**src/common/sehto_defs.svh**
```systemverilog
/*
   Constants of the enable handshake supervisor: register offsets, field
   positions, reset values and bus response codes.
   Assumes it is included by bare name from the top-level design file only; the package does not include it.
*/
// Contract
// - Release timeout field used in master mode only.
// - Release window counts bit periods after select inactive.
// - Enable still active at expiry sets slave_flag_a.
// - Enable released during transfer sets slave_flag_a.
// - Both timeouts tick on format bit clock.
// - Response timeout needs master and handshake mode.
// - Response window counts from select activation.
// - No enable at response expiry sets timeout.
// - Select timing never waits on slave enable.
`ifndef SEHTO_DEFS_SVH
`define SEHTO_DEFS_SVH

// -----------------------------------------------------------------------------
// Register byte offsets.
// -----------------------------------------------------------------------------
`define SEHTO_OFF_DELAY    8'h00
`define SEHTO_OFF_CTRL     8'h04
`define SEHTO_OFF_FLAG     8'h08
`define SEHTO_OFF_MASK     8'h0c
`define SEHTO_OFF_STATE    8'h10

// -----------------------------------------------------------------------------
// Field positions and widths.
// -----------------------------------------------------------------------------
`define SEHTO_LIM_W        8
`define SEHTO_RESP_LSB     0
`define SEHTO_REL_LSB      8
`define SEHTO_CTRL_MASTER  0
`define SEHTO_CTRL_HS      1
`define SEHTO_CTRL_PRE_LSB 8
`define SEHTO_CTRL_MASK    32'h0000ff03
`define SEHTO_FLAG_TMO     0
`define SEHTO_FLAG_DSY     1
`define SEHTO_STATE_LSB    4

// -----------------------------------------------------------------------------
// Reset values and bus responses.
// -----------------------------------------------------------------------------
`define SEHTO_DELAY_RST    32'h00000000
`define SEHTO_CTRL_RST     32'h00000000
`define SEHTO_FLAG_RST     2'h0
`define SEHTO_MASK_RST     2'h0
`define SEHTO_RESP_OKAY    2'h0
`define SEHTO_RESP_SLVERR  2'h2

`endif

```
**src/common/sehto_pkg.sv**
```systemverilog
/*
   Types of the enable handshake supervisor.
   Assumes the constants header is on the include path.
*/
`default_nettype none
package sehto_pkg;
   // Supervision states, one-hot.
   typedef enum logic [3:0] {
      sehto_idle = 4'h1,
      sehto_resp = 4'h2,
      sehto_hold = 4'h4,
      sehto_rel  = 4'h8
   } sehto_state_type;
endpackage
`default_nettype wire

```
**src/hw/sehto_sync.sv**
```systemverilog
/*
   Two-flop synchroniser for one level.
   Assumes the input is asynchronous to clk and only the output is read.
*/
`default_nettype none
module sehto_sync #(
   parameter logic RST_VAL = 1'b1
) (
   input  wire logic clk,
   input  wire logic rst_n,
   input  wire logic din,
   output logic      dout
);
   logic meta_q;  // First stage, read only by the second stage.

   // -----------------------------------------------------------------------
   // Two stages; the reset value keeps the level at its idle sense.
   // -----------------------------------------------------------------------
   always_ff @(posedge clk) begin
      if (!rst_n) begin
         meta_q <= RST_VAL;
         dout   <= RST_VAL;
      end else begin
         meta_q <= din;
         dout   <= meta_q;
      end
   end
endmodule
`default_nettype wire

```
**src/hw/sehto_timer.sv**
```systemverilog
/*
   Timeout counter measured in bit-clock periods of prescale+1 clocks.
   Assumes run and clr come from logic on the same clock.
*/
`default_nettype none
module sehto_timer (
   input  wire logic       clk,
   input  wire logic       rst_n,
   input  wire logic       run,
   input  wire logic       clr,
   input  wire logic [7:0] prescale,
   input  wire logic [7:0] limit,
   output logic            expire
);
   logic [7:0] pre_q;    // Clocks within the current bit period.
   logic [8:0] cnt_q;    // Whole bit periods elapsed.
   logic       tick;     // Last clock of a bit period.
   logic [8:0] cnt_inc;  // Period count including this one.

   assign tick    = (pre_q == prescale);
   assign cnt_inc = cnt_q + 9'h001;
   // A limit of zero or one both expire at the end of the first period.
   assign expire  = run & tick & (cnt_inc >= {1'b0, limit});

   // -----------------------------------------------------------------------
   // Counting; an idle or cleared timer restarts from zero.
   // -----------------------------------------------------------------------
   always_ff @(posedge clk) begin
      if (!rst_n || clr || !run) begin
         pre_q <= 8'h00;
         cnt_q <= 9'h000;
      end else begin
         pre_q <= tick ? 8'h00 : pre_q + 8'h01;
         if (tick && !expire) begin
            cnt_q <= cnt_inc;
         end
      end
   end
endmodule
`default_nettype wire

```
**src/hw/sehto_top.sv**
```systemverilog
/*
   Enable handshake supervisor of an SPI master with an AXI4-Lite register
   slave, sticky flags, an interrupt mask and one level interrupt.
   Assumes cs_active and xfer_active come from the transfer engine on aclk,
   and the slave enable pin is asynchronous and active low.
*/
// The register addresses and the AXI4-Lite interface to the registers were decided locally.
`include "sehto_defs.svh"
`default_nettype none
module sehto_top (
   input  wire logic        aclk,
   input  wire logic        aresetn,
   input  wire logic [7:0]  s_axi_awaddr,
   input  wire logic        s_axi_awvalid,
   output logic             s_axi_awready,
   input  wire logic [31:0] s_axi_wdata,
   input  wire logic [3:0]  s_axi_wstrb,
   input  wire logic        s_axi_wvalid,
   output logic             s_axi_wready,
   output logic [1:0]       s_axi_bresp,
   output logic             s_axi_bvalid,
   input  wire logic        s_axi_bready,
   input  wire logic [7:0]  s_axi_araddr,
   input  wire logic        s_axi_arvalid,
   output logic             s_axi_arready,
   output logic [31:0]      s_axi_rdata,
   output logic [1:0]       s_axi_rresp,
   output logic             s_axi_rvalid,
   input  wire logic        s_axi_rready,
   input  wire logic        slave_enable_handshake_n,
   input  wire logic        cs_active,
   input  wire logic        xfer_active,
   output logic             irq
);
   // -----------------------------------------------------------------------
   // Declarations.
   // -----------------------------------------------------------------------
   logic [7:0]  aw_addr_q;     // Held write address.
   logic [31:0] w_data_q;      // Held write data.
   logic [3:0]  w_strb_q;      // Held write strobes.
   logic [31:0] delay_q;       // Both handshake limits.
   logic [31:0] delay_d;       // Next limits after a write.
   logic [31:0] ctrl_q;        // Mode bits and prescale.
   logic [31:0] ctrl_d;        // Next control after a write.
   logic [1:0]  flag_q;        // Sticky timeout and slave_flag_a flags.
   logic [1:0]  flag_d;        // Next flags.
   logic [1:0]  flag_set;      // Events of this cycle.
   logic [1:0]  flag_clr;      // Ones written to the flag register.
   logic [1:0]  mask_q;        // Interrupt mask.
   logic [31:0] wbyte_mask;    // Write strobes spread over bits.
   logic [7:0]  aw_word;       // Aligned write address.
   logic [7:0]  ar_word;       // Aligned read address.
   logic        do_wr;         // Address and data both held.
   logic        wr_delay;      // Write hits the limit register.
   logic        wr_ctrl;       // Write hits the control register.
   logic        wr_flag;       // Write hits the flag register.
   logic        wr_mask;       // Write hits the mask register.
   logic        wr_hit;        // Write address is mapped.
   logic        ar_take;       // Read address taken this cycle.
   logic        rd_hit;        // Read address is mapped.
   logic [31:0] rd_mux;        // Selected read word.
   logic [31:0] state_word;    // Live state as a read word.
   logic        ena_sync;      // Synchronised pin, active low.
   logic        ena_act;       // Slave enable asserted.
   logic        ena_act_q;     // Previous enable level.
   logic        ena_fall;      // Slave released enable.
   logic        cs_q;          // Previous select level.
   logic        cs_rise;       // Select went active.
   logic        cs_fall;       // Select went inactive.
   logic        ctrl_master;   // Master mode.
   logic        ctrl_hs;       // Slave uses the enable handshake.
   logic        early_rel;     // Enable dropped inside a transfer.
   logic        tmo_evt;       // Response timeout event.
   logic        dsy_evt;       // Release timeout event.
   logic        tmr_run;       // Timer supervises a window.
   logic        tmr_clr;       // State change restarts the timer.
   logic        tmr_expire;    // Window elapsed.
   logic [7:0]  tmr_limit;     // Limit of the current window.
   logic        irq_src;       // An unmasked flag is set.
   sehto_pkg::sehto_state_type state_q;  // Supervision state.
   sehto_pkg::sehto_state_type state_d;  // Next supervision state.

   // -----------------------------------------------------------------------
   // Pin synchroniser and edge detection.
   // -----------------------------------------------------------------------
   // The pin idles high, so the synchroniser resets high.
   sehto_sync #(
      .RST_VAL (1'b1)
   ) u_ena_sync (
      .clk   (aclk),
      .rst_n (aresetn),
      .din   (slave_enable_handshake_n),
      .dout  (ena_sync)
   );

   assign ena_act  = ~ena_sync;
   assign ena_fall = ena_act_q & ~ena_act;
   // Select edges are only observed; nothing here stalls select or clock.
   assign cs_rise  = cs_active & ~cs_q;
   assign cs_fall  = ~cs_active & cs_q;

   // Previous levels for edge detection.
   always_ff @(posedge aclk) begin
      if (!aresetn) begin
         ena_act_q <= 1'b0;
         cs_q      <= 1'b0;
      end else begin
         ena_act_q <= ena_act;
         cs_q      <= cs_active;
      end
   end

   // -----------------------------------------------------------------------
   // Mode decode.
   // -----------------------------------------------------------------------
   assign ctrl_master = ctrl_q[`SEHTO_CTRL_MASTER];
   assign ctrl_hs     = ctrl_q[`SEHTO_CTRL_HS];

   // -----------------------------------------------------------------------
   // Supervision state machine.
   // -----------------------------------------------------------------------
   // The response window only exists with the handshake in use; the
   // release window is kept in master mode whatever the handshake bit.
   always_comb begin
      state_d = state_q;
      tmo_evt = 1'b0;
      dsy_evt = 1'b0;
      case (state_q)
         sehto_pkg::sehto_idle: begin
            if (cs_rise && ctrl_master) begin
               // Window opens with the select edge.
               if (ctrl_hs && !ena_act) begin
                  state_d = sehto_pkg::sehto_resp;
               end else begin
                  state_d = sehto_pkg::sehto_hold;
               end
            end
         end
         sehto_pkg::sehto_resp: begin
            if (!ctrl_master || !ctrl_hs) begin
               state_d = sehto_pkg::sehto_idle;
            end else if (ena_act) begin
               // Slave answered in time.
               state_d = sehto_pkg::sehto_hold;
            end else if (tmr_expire) begin
               tmo_evt = 1'b1;
               state_d = sehto_pkg::sehto_hold;
            end else if (cs_fall) begin
               state_d = sehto_pkg::sehto_idle;
            end
         end
         sehto_pkg::sehto_hold: begin
            if (!ctrl_master) begin
               state_d = sehto_pkg::sehto_idle;
            end else if (cs_fall) begin
               // Only a still-asserted enable needs a release window.
               if (ena_act) begin
                  state_d = sehto_pkg::sehto_rel;
               end else begin
                  state_d = sehto_pkg::sehto_idle;
               end
            end
         end
         sehto_pkg::sehto_rel: begin
            if (!ctrl_master) begin
               state_d = sehto_pkg::sehto_idle;
            end else if (!ena_act) begin
               // Slave released in time.
               state_d = sehto_pkg::sehto_idle;
            end else if (tmr_expire) begin
               dsy_evt = 1'b1;
               state_d = sehto_pkg::sehto_idle;
            end else if (cs_rise) begin
               state_d = sehto_pkg::sehto_hold;
            end
         end
         default: begin
            state_d = sehto_pkg::sehto_idle;
         end
      endcase
   end

   // State register.
   always_ff @(posedge aclk) begin
      if (!aresetn) begin
         state_q <= sehto_pkg::sehto_idle;
      end else begin
         state_q <= state_d;
      end
   end

   // -----------------------------------------------------------------------
   // Shared timeout counter.
   // -----------------------------------------------------------------------
   // One counter serves both windows because they can never overlap.
   assign tmr_run   = (state_q == sehto_pkg::sehto_resp) | (state_q == sehto_pkg::sehto_rel);
   assign tmr_clr   = (state_d != state_q);
   assign tmr_limit = (state_q == sehto_pkg::sehto_rel) ? delay_q[`SEHTO_REL_LSB +: `SEHTO_LIM_W]
                                                         : delay_q[`SEHTO_RESP_LSB +: `SEHTO_LIM_W];

   // Bit periods follow the programmed prescale of the format.
   sehto_timer u_timer (
      .clk      (aclk),
      .rst_n    (aresetn),
      .run      (tmr_run),
      .clr      (tmr_clr),
      .prescale (ctrl_q[`SEHTO_CTRL_PRE_LSB +: `SEHTO_LIM_W]),
      .limit    (tmr_limit),
      .expire   (tmr_expire)
   );

   // -----------------------------------------------------------------------
   // Flags and interrupt.
   // -----------------------------------------------------------------------
   // A release seen while bits are still moving means lost clock edges.
   assign early_rel = ctrl_master & ctrl_hs & xfer_active & ena_fall;
   assign flag_set  = {dsy_evt | early_rel, tmo_evt};
   assign flag_clr  = (wr_flag && w_strb_q[0]) ? w_data_q[1:0] : 2'h0;
   // A new event wins over a clear in the same cycle.
   assign flag_d    = (flag_q & ~flag_clr) | flag_set;
   assign irq_src   = |(flag_q & mask_q);

   // Sticky flags and the registered interrupt level.
   always_ff @(posedge aclk) begin
      if (!aresetn) begin
         flag_q <= `SEHTO_FLAG_RST;
         irq    <= 1'b0;
      end else begin
         flag_q <= flag_d;
         irq    <= irq_src;
      end
   end

   // -----------------------------------------------------------------------
   // Register write path.
   // -----------------------------------------------------------------------
   genvar gi;
   generate
      for (gi = 0; gi < 4; gi = gi + 1) begin : g_lane
         assign wbyte_mask[gi*8 +: 8] = {8{w_strb_q[gi]}};
      end
   endgenerate

   assign aw_word  = {aw_addr_q[7:2], 2'b00};
   assign do_wr    = ~s_axi_awready & ~s_axi_wready & ~s_axi_bvalid;
   assign wr_delay = do_wr & (aw_word == `SEHTO_OFF_DELAY);
   assign wr_ctrl  = do_wr & (aw_word == `SEHTO_OFF_CTRL);
   assign wr_flag  = do_wr & (aw_word == `SEHTO_OFF_FLAG);
   assign wr_mask  = do_wr & (aw_word == `SEHTO_OFF_MASK);
   // The state word is read only; writing it is accepted and ignored.
   assign wr_hit   = wr_delay | wr_ctrl | wr_flag | wr_mask | (aw_word == `SEHTO_OFF_STATE);
   assign delay_d  = (delay_q & ~wbyte_mask) | (w_data_q & wbyte_mask);
   assign ctrl_d   = ((ctrl_q & ~wbyte_mask) | (w_data_q & wbyte_mask)) & `SEHTO_CTRL_MASK;

   // Address and data are taken in either order and held until the response.
   always_ff @(posedge aclk) begin
      if (!aresetn) begin
         s_axi_awready <= 1'b1;
         s_axi_wready  <= 1'b1;
         s_axi_bvalid  <= 1'b0;
         s_axi_bresp   <= `SEHTO_RESP_OKAY;
         aw_addr_q     <= 8'h00;
         w_data_q      <= 32'h00000000;
         w_strb_q      <= 4'h0;
      end else begin
         if (s_axi_awvalid && s_axi_awready) begin
            aw_addr_q     <= s_axi_awaddr;
            s_axi_awready <= 1'b0;
         end
         if (s_axi_wvalid && s_axi_wready) begin
            w_data_q     <= s_axi_wdata;
            w_strb_q     <= s_axi_wstrb;
            s_axi_wready <= 1'b0;
         end
         if (do_wr) begin
            // Unmapped addresses answer with a slave error.
            s_axi_bvalid <= 1'b1;
            s_axi_bresp  <= wr_hit ? `SEHTO_RESP_OKAY : `SEHTO_RESP_SLVERR;
         end
         if (s_axi_bvalid && s_axi_bready) begin
            s_axi_bvalid  <= 1'b0;
            s_axi_awready <= 1'b1;
            s_axi_wready  <= 1'b1;
         end
      end
   end

   // Software registers.
   always_ff @(posedge aclk) begin
      if (!aresetn) begin
         delay_q <= `SEHTO_DELAY_RST;
         ctrl_q  <= `SEHTO_CTRL_RST;
         mask_q  <= `SEHTO_MASK_RST;
      end else begin
         if (wr_delay) begin
            delay_q <= delay_d;
         end
         if (wr_ctrl) begin
            ctrl_q <= ctrl_d;
         end
         if (wr_mask && w_strb_q[0]) begin
            mask_q <= w_data_q[1:0];
         end
      end
   end

   // -----------------------------------------------------------------------
   // Register read path.
   // -----------------------------------------------------------------------
   assign ar_word    = {s_axi_araddr[7:2], 2'b00};
   assign ar_take    = s_axi_arvalid & s_axi_arready;
   assign state_word = {24'h000000, state_q, 3'h0, ena_act};
   assign rd_hit     = (ar_word == `SEHTO_OFF_DELAY) | (ar_word == `SEHTO_OFF_CTRL) |
                       (ar_word == `SEHTO_OFF_FLAG) | (ar_word == `SEHTO_OFF_MASK) |
                       (ar_word == `SEHTO_OFF_STATE);
   assign rd_mux     = (ar_word == `SEHTO_OFF_DELAY) ? delay_q :
                       (ar_word == `SEHTO_OFF_CTRL)  ? ctrl_q :
                       (ar_word == `SEHTO_OFF_FLAG)  ? {30'h00000000, flag_q} :
                       (ar_word == `SEHTO_OFF_MASK)  ? {30'h00000000, mask_q} :
                       (ar_word == `SEHTO_OFF_STATE) ? state_word : 32'h00000000;

   // One read at a time; data are captured when the address is taken.
   always_ff @(posedge aclk) begin
      if (!aresetn) begin
         s_axi_arready <= 1'b1;
         s_axi_rvalid  <= 1'b0;
         s_axi_rdata   <= 32'h00000000;
         s_axi_rresp   <= `SEHTO_RESP_OKAY;
      end else if (ar_take) begin
         s_axi_arready <= 1'b0;
         s_axi_rvalid  <= 1'b1;
         s_axi_rdata   <= rd_mux;
         s_axi_rresp   <= rd_hit ? `SEHTO_RESP_OKAY : `SEHTO_RESP_SLVERR;
      end else if (s_axi_rvalid && s_axi_rready) begin
         s_axi_rvalid  <= 1'b0;
         s_axi_arready <= 1'b1;
      end
   end
endmodule
`default_nettype wire

```
**config.mk**
```make
export PLATFORM = sky130hd
export DESIGN_NAME = sehto_top
export DESIGN_NICKNAME = d
export VERILOG_FILES = /design/src/common/sehto_pkg.sv /design/src/hw/sehto_sync.sv /design/src/hw/sehto_timer.sv /design/src/hw/sehto_top.sv
export VERILOG_INCLUDE_DIRS = /design/src /design/src/common
export SDC_FILE = /design/constraint.sdc
export NUM_CORES = 1
export LEC_CHECK = 0
export ABC_AREA = 1
export BUFFER_PORTS_ARGS = -buffer_cell sky130_fd_sc_hd__buf_2
export CORE_ASPECT_RATIO = 1.5
export CORE_MARGIN = 2
export CORE_UTILIZATION = 50
export CTS_BUF_LIST = sky130_fd_sc_hd__clkbuf_16
export DETAILED_ROUTE_END_ITERATION = 6
export PLACE_DENSITY = 0.8
export SLEW_MARGIN = 20
export SYNTH_ARGS = -nofsm -noshare
export SYNTH_HDL_FRONTEND = slang
export SYNTH_SLANG_ARGS = --single-unit
```
**constraint.sdc**
```tcl
create_clock -name aclk -period 5.6 [get_ports aclk]
set_clock_uncertainty 0.05 [all_clocks]
set_input_delay 0.84 -clock aclk [delete_from_list [all_inputs] [get_ports aclk]]
set_output_delay 0.84 -clock aclk [all_outputs]
set_load 0.01 [all_outputs]
```
After elaboration in Yosys (flattened, before gate mapping)
Index checks and enable logic that the tools add are counted.
Storage, ports and cells
  logic and storage cells: 139
  register bits: 157
  input port bits: 62
  output and inout bits: 42
Cells by class
  equal/unequal tests: 14
  order comparisons: 1
  add/subtract/negate cells: 2
  bitwise logic cells: 42
  mux-type cells: 34
  reduce and logical (&&, ||, !) cells: 23
Operator list (number)
  $and 32x32->32: 2
  $mux 4: 12
  $mux 32: 1
  $mux 8: 4
  $not 32->32: 1
  $or 32x32->32: 1
  $eq 6x2->1 const B: 4
  $and 16x16->16: 1
  $logic_not 8->1: 2
  $mux 16: 1
  $or 16x16->16: 1
  $pmux 4 s4: 1
  $and 1x1->1: 15
  $eq 6x1->1 const B: 2
  $eq 6x3->1 const B: 2
  $mux 1: 11
  $or 1x1->1: 10
  $add 9x1->9 const B: 1
  $ge 9x8->1: 1
  $logic_and 1x1->1: 9
  $add 8x1->8 const B: 1
  $eq 8x8->1: 1
  $not 1->1: 7
  $mux 2: 3
  13 further kinds: 22

Longest topological paths before layout
Gate-level depths: netlist of run 1.
  depth in word-level cells: 12
  mapped depth: 25
  depth with buffers taken out: 23

Cells and area by module
A second synthesis of run 1 with hierarchy kept.
Second synthesis, totals
  cell total of the unflattened synthesis: 926
  area total of the unflattened synthesis: 6766.5 um^2
Modules (own cells, without submodules)
  sehto_top: cells each 741, area each 5480.3 um^2, instances 1, sequential area each 2682.6 um^2
  sehto_timer: cells each 179, area each 1231.2 um^2, instances 1, sequential area each 340.3 um^2
  sehto_sync: cells each 6, area each 55.1 um^2, instances 1, sequential area each 40.0 um^2

Worst setup path before layout of run 1
No wires, ideal clock.
  path kind: flip-flop to flip-flop
  start point: register state_q[1]
  end point: register u_timer.pre_q[0]
  setup time: 0.068 ns
  stages on the path, launching flop included: 24
  slack: 2.789 ns
  path buffers: 2
  arrival: 2.693 ns
  period minus slack after synthesis: 2.811 ns
  data required time: 5.482 ns
  cells stage by stage: dfxtp_1 -> inv_1 -> nand2_1 -> nor3_2 -> buf_6 -> clkbuf_1 -> o21ai_0 -> ha_1 -> nand2_1 -> nor2_1 -> nand2_1 -> nand3_1 -> nand2_1 -> nand2_1 -> nand2_1 -> nand2_1 -> nand2_2 -> a21oi_1 -> nand2_1 -> nand2_1 -> nand2_1 -> inv_1 -> nand4_2 -> nor2_1
On the way
  word-level cells in the longest chain between the ends: 12
  elaborated cells between the ends (all ways): 26
  those cells by class: 1 x order compare; 5 x eq/ne; 13 x mux; 3 x bitwise; 4 x reduce/logical
RTL lines
  from (decl): line sehto_top.sv:80  | sehto_pkg::sehto_state_type state_q;
  from (signal assigned): line sehto_top.sv:186  | state_q <= sehto_pkg::sehto_idle;
  from (signal assigned): line sehto_top.sv:188  | state_q <= state_d;
  $eq 4x4->1 or $eq 4x2->1 (tied branches): line sehto_top.sv:128, sehto_top.sv:196, sehto_top.sv:198
  $mux 8 or $or 1x1->1 (tied branches): line sehto_top.sv:198, sehto_top.sv:196
  $ge 9x8->1 or $and 1x1->1 (tied branches): line sehto_timer.sv:23  | assign expire = run & tick & (cnt_inc >= {1'b0, limit});
  $and 1x1->1: line sehto_timer.sv:23
  $mux 4, on equally long branches: line sehto_top.sv:170, sehto_top.sv:145
  $mux 4, on equally long branches: line sehto_top.sv:167, sehto_top.sv:142
  $mux 4, on equally long branches: line sehto_top.sv:165, sehto_top.sv:140
  $pmux 4 s4: line sehto_top.sv:128  | case (state_q)
  $ne 4x4->1: line sehto_top.sv:197  | assign tmr_clr = (state_d != state_q);
  $logic_or 1x1->1: line sehto_timer.sv:29  | if (!rst_n || clr || !run) begin
  $logic_or 1x1->1 *: line sehto_timer.sv:29
  $reduce_or 2->1 (no source line) *
  to (signal assigned): line sehto_timer.sv:33  | pre_q <= tick ? 8'h00 : pre_q + 8'h01;
  to (decl): line sehto_timer.sv:15  | logic [7:0] pre_q;
Every way passes the cells marked *; elsewhere a longest branch is shown, timed or not.
A chain may end at the register's enable or synchronous reset.

Worst setup path after layout of run 1
  start point: register state_q[0]
  end point: register u_timer.pre_q[3]
Same word-level chain as after synthesis.

==> summary.md, run 1 <==
| Metric | Value |
|---|---|
| Status | `completed` |
| Die area | `13900 sq um` |
| Final WL | `15300 um` |
| Die Y | `143 um` |
| Share of cells above drive strength 1 | `15.2%` |
| Minimum clock period | `between 3 and 4 ns` |
| Sw Ratio | `between 20% and 30%` |
| Resized Gates After CTS | `0` |
| TNS Setup | `0 ns` |
| Power Density | `323 nW/um^2` |
| RSZ-0062 raised after global routing | `false` |
| VDD IR max | `0.000222 V` |
| DR WL/cell | `13.5 um` |
| Post-synthesis sequential area ratio | `47.3%` |
| Final Instance Count excl. Fillers | `1133` |
| Post-route cell area | `roughly 7600 sq um` |
| Count of final setup violators | `0` |
| Max cap viols | `0` |
| CTS Buf Count | `17` |
| Final Slew Violations | `0` |
| Synth area leaders | `dfxtp_1 47%, o21ai_0 10%, nor2_1 7.8%, nand2_1 7.0%, inv_1 6.5%` |
| Syn_area_per_cell | `7.35 sq um` |
| Number of nets in the layout | `approximately 1000` |
| Routed via count | `approximately 5800` |
| Synth unique cells | `38` |
| Startpoint Class | `flop` |
| Post-Synthesis Cells | `880` |
| FF-to-FF path depth | `22` |
| Pin count of the biggest net entering global routing | `92` |
| CORE AREA | `12600 sq um` |
| Synth top cells by count | `153 x dfxtp_1, 135 x o21ai_0, 134 x nor2_1` |
| Antenna violations before repair | `1` |
| GRT Total Usage | `between 20% and 30%` |
| CTS tree | `built` |
| # DRC | `0` |
| Endpoints failing hold | `0` |
| CP endpoint kind | `flop` |
| Reg2reg setup slack | `~2.4 ns` |
| Worst hold path type | `flop to flop` |
| Leak pwr | `3.22 nW` |
| Post-synth EDFFs | `0` |
| Worst Hold Depth | `2` |
| Most frequent cell after synthesis | `dfxtp_1` |
| Switching pwr | `between 0.5 and 0.6 mW` |
| Clock sinks | `roughly 150` |
| Max Buffers Root-to-Sink | `2` |
| GRT overflow | `0` |
| Clock Latency Late Sink | `0.41 ns` |
| Drt initial violations | `275` |
| Post-synth top area share | `47.3%` |
| CTS H-tree depth | `4` |
| # IOs | `104` |
| CP required | `around 6 ns` |
| Clock Pin Slew Worst Setup and Hold Paths | `approximately 0.06 ns` |
| Root cell of the clock tree | `clkbuf_16` |
| Final period util | `57.5%` |
| Starting Density | `between 50% and 60%` |
| Port Buf Inserts | `97` |
| YS warnings | `0` |
| Antenna viol nets, final | `0` |
| Crit-path max FO | `20` |
| Setup Buffers After CTS | `0` |
| # placed instances | `1100` |
| Layout area overhead | `17.6%` |
| Die X | `96.9 um` |
| Flop pwr share | `47.4%` |
| RR Startpoint | `state_q[0]$_SDFF_PN1_` |
| DR vias/cell | `just over 5` |
| First-pass GRT wire length | `25200 um` |
| Area leader, netlist | `dfxtp_1` |
| Hold buffers post-CTS | `0` |
| Row cnt | `50` |
| Drt pass-1 iters | `4` |
| Clock power frac | `45.2%` |
| FFs w/ async S/R, synth | `0%` |
| F_max | `around 0.31 GHz` |
| Int Pwr | `1.86 mW` |
| RR Endpoint | `u_timer.pre_q[3]$_SDFF_PP0_` |
| Logic pwr share | `7.4%` |
| Main synth FF type | `dfxtp_1` |
| DPL Wire Length | `10700 um` |
| Slew @ Worst Pin | `0.961 ns` |
| CP Class | `flop to flop` |
| Cell Area, Synth | `6470 sq um` |
| Vias in the first global route | `5546` |
| Synth Register Bits | `around 150` |
| Slew headroom | `around 36%` |
| Arrival time worst endpoint | `3.51 ns` |
| DP Area | `between 7000 and 8000 sq um` |
| Routability Congestion | `0.926` |
-- layout make-up --
type | instances | area, sq um
diodes | 1 | 2.50
clock buffers | 17 | 425
clock inverters | 15 | 151
fillers | 1173 | 4970
inverters | 117 | 439
multi-input cells | 573 | 2820
flip-flops and latches | 153 | 3060
well taps | 156 | 195
repair buffers | 101 | 515
-- worst max-delay path, stage by stage, from the launching register on --
cell and delay (ns):
dfxtp_1 0.36, inv_2 0.14, nand2_1 0.10, nor3_2 0.11, buf_4 0.25, o21ai_0 0.11, ha_1 0.31, nand2_1 0.08
nor2_1 0.15, nand2_1 0.07, nand3_1 0.07, nand2_1 0.05, nand2_1 0.05, nand2_1 0.05, nand2_1 0.06, nand2_2 0.10
a21oi_1 0.26, nand2_1 0.08, nand2_1 0.06, nand2_1 0.06, inv_1 0.10, nand4_2 0.28, nor2_1 0.18
-- worst max path at each step --
stage                                        endpoint                   from  cells after the start
after floorplan           u_timer.pre_q[0]$_SDFF_PP0_  state_q[1]$_SDFF_PN0_                     23
final                     u_timer.pre_q[3]$_SDFF_PP0_  state_q[0]$_SDFF_PN1_                     22
after global placement    u_timer.pre_q[5]$_SDFF_PP0_  state_q[0]$_SDFF_PN1_                     22
after global routing      u_timer.pre_q[5]$_SDFF_PP0_  state_q[0]$_SDFF_PN1_                     22
after detailed placement  u_timer.pre_q[2]$_SDFF_PP0_  state_q[0]$_SDFF_PN1_                     22
after CTS                 u_timer.pre_q[0]$_SDFF_PP0_  state_q[0]$_SDFF_PN1_                     22
-- metal layers --
layer	vias to the layer above	part of all wire, %	GRT usage, %
li1	3032	-	-
met1	2617	41	23.9
met2	105	53	41.7
met3	21	4.2	6.66
met4	0	1.6	8.45
met5	-	0	0
-- metrics by stage --
step	utilization, %	power, mW	worst slack, ns	hold WS [ns]
after floorplan	-	1.30	2.79	0.343
after global placement	55.9	1.37	2.48	0.350
after detailed placement	55.9	1.37	2.41	0.373
after CTS	60.5	2.47	2.36	0.397
after global routing	60.5	2.55	2.10	0.410
final	60.5	2.46	2.38	0.396
-- logic make-up after synthesis --
family	count (synthesis)	synth area share (%)
other	1	0.0579
AND/OR/NAND/NOR	306	19.8
AO/OA/AOI/OAI	242	19.9
adder cells (fa/ha/maj)	10	1.93
XOR/XNOR	13	1.76
flip-flops	153	47.3
buffers and inverters	155	9.22
-- placed cells by master (no fill, tap or decap), types with 3 or more instances in the layout --
cell type | netlist | final
dfxtp_1 | 153 | 153
o21ai_0 | 135 | 135
nor2_1 | 134 | 134
nand2_1 | 121 | 121
inv_1 | 112 | 112
buf_2 | 0 | 97
a21oi_1 | 83 | 83
nand3_1 | 19 | 19
clkbuf_16 | 0 | 17
o221ai_1 | 13 | 13
xor2_1 | 12 | 12
nand4_1 | 11 | 11
ha_1 | 10 | 10
nor3_1 | 5 | 5
clkinv_1 | 2 | 4
clkinv_4 | 0 | 4
buf_4 | 2 | 4
or2_2 | 3 | 3
inv_2 | 3 | 3
clkinv_2 | 0 | 3
inv_6 | 0 | 3
-- power groups by stage --
stage / clock network (mW) / logic (mW) / registers, mW
floorplan: 0 / 0.107 / 1.19
global route: 1.17 / 0.209 / 1.17
detailed placement: 0 / 0.181 / 1.19
finish: 1.11 / 0.182 / 1.17
global placement: 0 / 0.178 / 1.19
CTS: 1.13 / 0.184 / 1.16
No activity file was read; power rests on OpenSTA's default activity.
==> run 2: changes to the inputs <==
- ABC_AREA: 1 -> 0
- clock period: 5.6 -> 3.1 ns (I/O delays scaled with it)
==> run 2 against run 1 <==
Worst setup slack worse by 2.3 ns. Routed wire length up 1.0%. Sequential share of layout area down 0.55 points.
==> summary.md, run 2 <==
| Metric | Value |
|---|---|
| Most frequent cell after synthesis | `dfxtp_1 (unchanged)` |
| Post-synthesis xor/xnor area fraction | `2.87% (was 1.76%)` |
| # DRC | `0 (unchanged)` |
| CP Class | `flop to flop (unchanged)` |
| Drt pass-1 iters | `5 (was 4)` |
| Startpoint Class | `flop (unchanged)` |
| Synth Area in Compound Gates | `15.0% (was 19.9%)` |
| Starting Density | `51.2% (was 51.5%)` |
| Layout area overhead | `20.7% (was 17.6%)` |
| Max cap viols | `0 (unchanged)` |
| DR WL/cell | `14.9 um (was 13.5 um)` |
| Antenna cells | `0 (was 1)` |
| Die area | `13800 sq um (was 13900 sq um)` |
| GRT Total Usage | `23.0% (was 22.4%)` |
| Minimum clock period | `3.03 ns (was 3.22 ns)` |
| Commonest non-fill, non-tap cell in the layout | `dfxtp_1 (unchanged)` |
| # placed instances | `998 (was 1100)` |
| Final core occ | `61.9% (was 60.5%)` |
| Antenna violations before repair | `0 (was 1)` |
| Final Slew Violations | `0 (unchanged)` |
| Synth unique cells | `60 (was 38)` |
| First-pass GRT wire length | `24800 um (was 25200 um)` |
| CTS Buf Count | `17 (unchanged)` |
| RSZ-0062 raised after global routing | `true (was false)` |
| CORE AREA | `12500 sq um (was 12600 sq um)` |
| Post-synthesis simple-gate area fraction | `24.7% (was 19.8%)` |
| Number of nets in the layout | `937 (was 1035)` |
| Clock sinks | `153 (unchanged)` |
| Antenna viol nets, final | `0 (unchanged)` |
| Hold buffers post-CTS | `0 (unchanged)` |
| Main synth FF type | `dfxtp_1 (unchanged)` |
| Clock Latency Late Sink | `0.42 ns (was 0.41 ns)` |
| Post-synth EDFFs | `0 (unchanged)` |
| Die X | `96.5 um (was 96.9 um)` |
| CP required | `3.35 ns (was 5.89 ns)` |
| DPL Wire Length | `10600 um (was 10700 um)` |
| CTS H-tree depth | `4 (unchanged)` |
| Final Instance Count excl. Fillers | `1034 (was 1133)` |
| DR vias/cell | `5.55 (was 5.10)` |
| Arrival time worst endpoint | `3.28 ns (was 3.51 ns)` |
| Final period util | `97.8% (was 57.5%)` |
| # IOs | `104 (unchanged)` |
| VDD IR max | `0.000378 V (was 0.000222 V)` |
| Post-Synthesis Cells | `773 (was 880)` |
| CTS tree | `built (unchanged)` |
| Sequential cell area | `3070 sq um (was 3060 sq um)` |
| Port Buf Inserts | `97 (unchanged)` |
| Post-synth top area share | `47.8% (was 47.3%)` |
| Leak pwr | `3.01 nW (was 3.22 nW)` |
| Drt initial violations | `300 (was 275)` |
| Pin count of the biggest net entering global routing | `108 (was 92)` |
| Count of final setup violators | `0 (unchanged)` |
| Synth area leaders | `dfxtp_1 48%, a21oi_1 8.7%, nand2_1 8.6%, nand3_1 5.3%, mux2i_1 3.4% (was dfxtp_1 47%, o21ai_0 10%, nor2_1 7.8%, nand2_1 7.0%, inv_1 6.5%)` |
| Area leader, netlist | `dfxtp_1 (unchanged)` |
| Worst hold path type | `input port to flop (was flop to flop)` |
| Crit-path max FO | `7 (was 20)` |
| Cell Area, Synth | `6410 sq um (was 6470 sq um)` |
| Routability Congestion | `0.859 (was 0.926)` |
| Routed via count | `5741 (was 5775)` |
| Slew @ Worst Pin | `0.953 ns (was 0.961 ns)` |
| Final WL | `15400 um (was 15300 um)` |
| YS warnings | `0 (unchanged)` |
| Die Y | `143 um (about the same)` |
| Share of cells above drive strength 1 | `20.8% (was 15.2%)` |
| Post-synthesis sequential area ratio | `47.8% (was 47.3%)` |
| FFs w/ async S/R, synth | `0% (unchanged)` |
| Root cell of the clock tree | `clkbuf_16 (unchanged)` |
| F_max | `0.330 GHz (was 0.311 GHz)` |
| Syn_area_per_cell | `8.29 sq um (was 7.35 sq um)` |
| Clock Pin Slew Worst Setup and Hold Paths | `0.06 ns (about the same)` |
| Most frequent cells in the layout | `149 x dfxtp_1, 147 x nand2_1, 109 x a21oi_1, 97 x buf_2, 67 x nand3_1 (was 153 x dfxtp_1, 135 x o21ai_0, 134 x nor2_1, 121 x nand2_1, 112 x inv_1)` |
| Slew headroom | `35.6% (about the same)` |
| Vias in the first global route | `5215 (was 5546)` |
| GRT overflow | `0 (unchanged)` |
| Max Buffers Root-to-Sink | `2 (unchanged)` |
| Power Density | `564 nW/um^2 (was 323 nW/um^2)` |
| Multi-input logic area | `3180 sq um (was 2820 sq um)` |
| Synth Register Bits | `153 (unchanged)` |
| CP endpoint kind | `flop (unchanged)` |
| Adder-cell share of the synthesized area | `1.95% (was 1.93%)` |
| Largest family of logic cells by synthesized area | `simple AND/OR/NAND/NOR gates (was compound AO/OA/AOI/OAI gates)` |
| Post-layout worst setup margin | `0.0673 ns (was 2.38 ns)` |
| Multiplexer share of the synthesized area | `3.96% (was 0%)` |
| Pre-CTS WS | `0.0626 ns (was 2.41 ns)` |
| Synth top cells by count | `153 x dfxtp_1, 147 x nand2_1, 111 x a21oi_1 (was 153 x dfxtp_1, 135 x o21ai_0, 134 x nor2_1)` |
| Status | `completed (unchanged)` |
| Row cnt | `50 (unchanged)` |
| Fill cell count | `1075 (was 1173)` |
| Endpoints failing hold | `0 (unchanged)` |
[run 2: cell count changes in the layout (fill, tap and decap cells not counted), moves of 6 or more]
| cell | change |
|---|---|
| nor2b_1 | +8 |
| buf_4 | +17 |
| nand3_1 | +48 |
| a221oi_1 | +12 |
| o221ai_1 | -13 |
| nor2_1 | -83 |
| o21ai_0 | -116 |
| nor3_1 | +16 |
| a21oi_1 | +26 |
| nand2_1 | +26 |
| inv_1 | -102 |
| and2_1 | +6 |
| mux2i_1 | +21 |
[run 2: through the flow]
step,instance area [sq um],setup TNS (ns),hold slack [ns],power (mW)
2_1_floorplan,6420,0,0.336,2.26
3_3_place_gp,7070,0,0.339,2.35
3_5_place_dp,7070,0,0.351,2.36
4_1_cts,7660,0,0.171,4.39
5_1_grt,7740,-0.0237,0.178,4.52
6_report,7740,0,0.178,4.36
[run 2: final cells by class]
cell class,instances,share of cell area (%)
Tap cell,156,2.52
Clock inverter,15,2.12
Multi-Input combinational cell,564,41.1
Inverter,10,0.501
Sequential cell,153,39.7
Timing Repair Buffer,119,8.57
Clock buffer,17,5.50
[run 2: power breakdown]
part / internal, mW / switching (mW)
Combinational: 0.0944 / 0.161
Clock: 1.20 / 0.845
Sequential: 2.02 / 0.0419
Total: 3.31 / 1.05
[run 2: logic make-up (layout without fill, tap and decap cells)]
family                   after synthesis  in the layout
buffers and inverters                 58            161
multiplexers                          24             24
AO/OA/AOI/OAI                        166            166
XOR/XNOR                              21             21
adder cells (fa/ha/maj)               10             10
flip-flops                           153            153
other                                  1              2
AND/OR/NAND/NOR                      340            341
[run 2: timing repair]
| item | in CTS | in global routing |
|---|---|---|
| gates resized for setup | 0 | 15 |
| setup buffers | 0 | 3 |
| endpoints found under the setup margin | 0 | 8 |
[run 2: path summary, 6_finish.rpt]
check | cells after the start | slack, ns | start | endpoint
min reg2reg | 1 | 0.37 | u_ena_sync.meta_q$_SDFF_PN1_ | u_ena_sync.dout$_SDFF_PN1_
min | 2 | 0.18 | slave_enable_handshake_n | u_ena_sync.meta_q$_SDFF_PN1_
max | 12 | 0.07 | state_q[2]$_SDFF_PN0_ | u_timer.cnt_q[1]$_SDFFE_PP0P_
max reg2reg | 12 | 0.07 | state_q[2]$_SDFF_PN0_ | u_timer.cnt_q[1]$_SDFFE_PP0P_
[run 2: layer usage]
metal	vias to the layer above	routed length, um	share of wire, %	GRT usage, %
li1	2873	-	-	-
met1	2663	6060	39	26.9
met2	167	8250	53	40.1
met3	38	613	4.0	3.80
met4	0	519	3.4	11.0
met5	-	0	0	0
[run 2: critical path, cell delays in order (launching register included)]
cell	delay (ns)
dfxtp_4	0.36
nor4b_2	0.26
buf_4	0.20
buf_4	0.16
mux2i_1	0.19
ha_1	0.26
a21oi_2	0.13
o211ai_1	0.12
o2111a_1	0.28
or3_2	0.49
buf_4	0.19
mux2i_1	0.18
nor2_1	0.05
==> run 3: changes to the inputs <==
- CTS_BUF_LIST: sky130_fd_sc_hd__clkbuf_16 -> sky130_fd_sc_hd__clkbuf_8
==> run 3 against run 2 <==
Count of clock-buffer cells in the layout is the same. Power fell by 12%. First-iteration DRC count grew 9.0%. Maximum frequency down 1.5%. Register-to-register slack got worse by 0.05 ns. Routed wire length down 0.74%. Cell area fell by 2.3%. Cell count is 0.19% higher. Critical path type unchanged.
==> summary.md, run 3 (same netlist as run 2, synthesis figures left out) <==
| Metric | Value |
|---|---|
| Status | `completed (unchanged)` |
| Met2 Use GR | `39.3% (was 40.1%)` |
| Final Instance Count excl. Fillers | `1036 (was 1034)` |
| GRT Total Usage | `22.6% (was 23.0%)` |
| RSZ-0062 raised after global routing | `true (unchanged)` |
| # DRC | `0 (unchanged)` |
| F_max | `0.325 GHz (was 0.330 GHz)` |
| DR vias/cell | `5.51 (was 5.55)` |
| Die Y | `143 um (unchanged)` |
| Leak pwr | `2.93 nW (was 3.01 nW)` |
| Pre-CTS WS | `0.0626 ns (unchanged)` |
| Clock sinks | `153 (unchanged)` |
| Worst Hold End | `u_ena_sync.meta_q$_SDFF_PN1_ (unchanged)` |
| Drt initial violations | `327 (was 300)` |
| Met3 Use GR | `4.17% (was 3.80%)` |
| FF-to-FF path depth | `12 (unchanged)` |
| Routability Congestion | `0.859 (unchanged)` |
| Clock Latency Late Sink | `0.44 ns (was 0.42 ns)` |
| DPL Wire Length | `10600 um (unchanged)` |
| Max Buffers Root-to-Sink | `2 (unchanged)` |
| Power Density | `506 nW/um^2 (was 564 nW/um^2)` |
| Row cnt | `50 (unchanged)` |
| Switching pwr | `0.986 mW (was 1.05 mW)` |
| Layout area overhead | `17.9% (was 20.7%)` |
| Clock Pin Slew Worst Setup and Hold Paths | `0.09 ns (was 0.06 ns)` |
| Antenna violations before repair | `1 (was 0)` |
| Slew headroom | `38.4% (was 35.6%)` |
| Root cell of the clock tree | `clkbuf_8 (was clkbuf_16)` |
| Reg2reg setup slack | `0.02 ns (was 0.07 ns)` |
| Die area | `13800 sq um (unchanged)` |
| Port Buf Inserts | `97 (unchanged)` |
| DR WL/cell | `14.8 um (was 14.9 um)` |
| Slew @ Worst Pin | `0.910 ns (was 0.953 ns)` |
| Global route hottest layer | `met2 (unchanged)` |
| Met1 global-route usage | `26.5% (was 26.9%)` |
| RR Startpoint | `state_q[2]$_SDFF_PN0_ (unchanged)` |
| TNS Setup | `0 ns (unchanged)` |
| CTS H-tree depth | `4 (unchanged)` |
| Drt pass-1 iters | `4 (was 5)` |
| Min-Delay Startpoint | `slave_enable_handshake_n (unchanged)` |
| Minimum clock period | `3.08 ns (was 3.03 ns)` |
| Post-layout worst setup margin | `0.0212 ns (was 0.0673 ns)` |
| Most frequent cells in the layout | `149 x dfxtp_1, 147 x nand2_1, 109 x a21oi_1, 97 x buf_2, 67 x nand3_1 (unchanged)` |
| GRT overflow | `0 (unchanged)` |
| CORE AREA | `12500 sq um (unchanged)` |
| Routed via count | `5706 (was 5741)` |
| Antenna viol nets, final | `0 (unchanged)` |
| Arrival time worst endpoint | `3.36 ns (was 3.28 ns)` |
| Vias in the first global route | `5190 (was 5215)` |
| Crit-path max FO | `7 (unchanged)` |
| Clock power frac | `39.6% (was 46.9%)` |
| Number of nets in the layout | `938 (was 937)` |
| Commonest non-fill, non-tap cell in the layout | `dfxtp_1 (unchanged)` |
| Hold Slack | `0.146 ns (was 0.178 ns)` |
| Int Pwr | `2.84 mW (was 3.31 mW)` |
| CP endpoint kind | `flop (unchanged)` |
| Sw Ratio | `25.8% (was 24.0%)` |
| Count of final setup violators | `0 (unchanged)` |
| Endpoints failing hold | `0 (unchanged)` |
| CP Class | `flop to flop (unchanged)` |
| # placed instances | `998 (unchanged)` |
| Worst hold path type | `input port to flop (unchanged)` |
| Final Slew Violations | `0 (unchanged)` |
| VDD IR max | `0.000356 V (was 0.000378 V)` |
| Flop pwr share | `53.7% (was 47.2%)` |
| Startpoint Class | `flop (unchanged)` |
| CP required | `3.38 ns (was 3.35 ns)` |
| CTS tree | `built (unchanged)` |
| Max cap viols | `0 (unchanged)` |
| Worst Hold Depth | `2 (unchanged)` |
| Logic pwr share | `6.7% (was 5.9%)` |
| Pin count of the biggest net entering global routing | `108 (unchanged)` |
| RR Endpoint | `u_timer.cnt_q[2]$_SDFFE_PP0P_ (was u_timer.cnt_q[1]$_SDFFE_PP0P_)` |
| CTS Buf Count | `17 (unchanged)` |
| Die X | `96.5 um (unchanged)` |
| Final period util | `99.3% (was 97.8%)` |
| Final core occ | `60.4% (was 61.9%)` |
| First-pass GRT wire length | `24400 um (was 24800 um)` |
| Starting Density | `51.2% (unchanged)` |
| # IOs | `104 (unchanged)` |
| Final WL | `15300 um (was 15400 um)` |
| Share of cells above drive strength 1 | `20.9% (was 20.8%)` |
[run 3: changes by cell type in the layout (fill, tap and decap cells not counted), sizes merged]
cell	before	now
buf	119	120
diode	0	1
[run 3: how the worst max path moves through the flow]
| stage | to | slack, ns | from |
|---|---|---|---|
| global route | u_timer.cnt_q[5]$_SDFFE_PP0P_ | -0.07 | state_q[2]$_SDFF_PN0_ |
| finish | u_timer.cnt_q[2]$_SDFFE_PP0P_ | 0.02 | state_q[2]$_SDFF_PN0_ |
| CTS | u_timer.cnt_q[5]$_SDFFE_PP0P_ | 0.03 | state_q[2]$_SDFF_PN0_ |
| floorplan | u_timer.cnt_q[7]$_SDFFE_PP0P_ | 0.06 | state_q[3]$_SDFF_PN0_ |
| global placement | u_timer.cnt_q[5]$_SDFFE_PP0P_ | 0.1 | state_q[2]$_SDFF_PN0_ |
| detailed placement | u_timer.cnt_q[5]$_SDFFE_PP0P_ | 0.06 | state_q[2]$_SDFF_PN0_ |
[run 3: critical path: stages (launching register included)]
cell      delay [ns]
dfxtp_4         0.37
nor4b_2         0.26
buf_4           0.20
buf_4           0.15
mux2i_1         0.18
ha_1            0.28
a21oi_2         0.17
o211ai_1        0.13
o2111a_1        0.28
or3_2           0.50
buf_4           0.18
o21ai_0         0.13
a21oi_1         0.07
[run 3: what timing repair did]
action | 4_1_cts | 5_1_grt
hold buffers | 0 | 0
setup buffers | 0 | 4
resized for setup | 0 | 15
endpoints found under the setup margin | 0 | 7
[run 3: area by class of cell]
cell class	count	area, sq um
Sequential cell	153	3070
Tap cell	156	195
Fill cell	1121	4950
Clock buffer	17	234
Timing Repair Buffer	120	671
Antenna cell	1	2.50
Multi-Input combinational cell	564	3180
Clock inverter	15	164
Inverter	10	38.8
[run 3: power by group through the flow]
stage | combinational, mW | clock, mW | sequential (mW)
final | 0.256 | 1.51 | 2.06
after global placement | 0.252 | 0 | 2.10
after floorplan | 0.159 | 0 | 2.10
after detailed placement | 0.257 | 0 | 2.10
after CTS | 0.258 | 1.53 | 2.06
after global routing | 0.289 | 1.63 | 2.06
[run 3: metal layers]
layer | vias up | wire length [um]
met1 | 2656 | 6120
met2 | 148 | 8140
li1 | 2870 | -
met5 | - | 0
met3 | 32 | 652
met4 | 0 | 422
[run 3: stage by stage]
| step | total power [mW] | area (sq um) |
|---|---|---|
| 6_report | 3.83 | 7560 |
| 4_1_cts | 3.85 | 7470 |
| 3_5_place_dp | 2.36 | 7070 |
| 2_1_floorplan | 2.26 | 6420 |
| 5_1_grt | 3.98 | 7560 |
| 3_3_place_gp | 2.35 | 7070 |
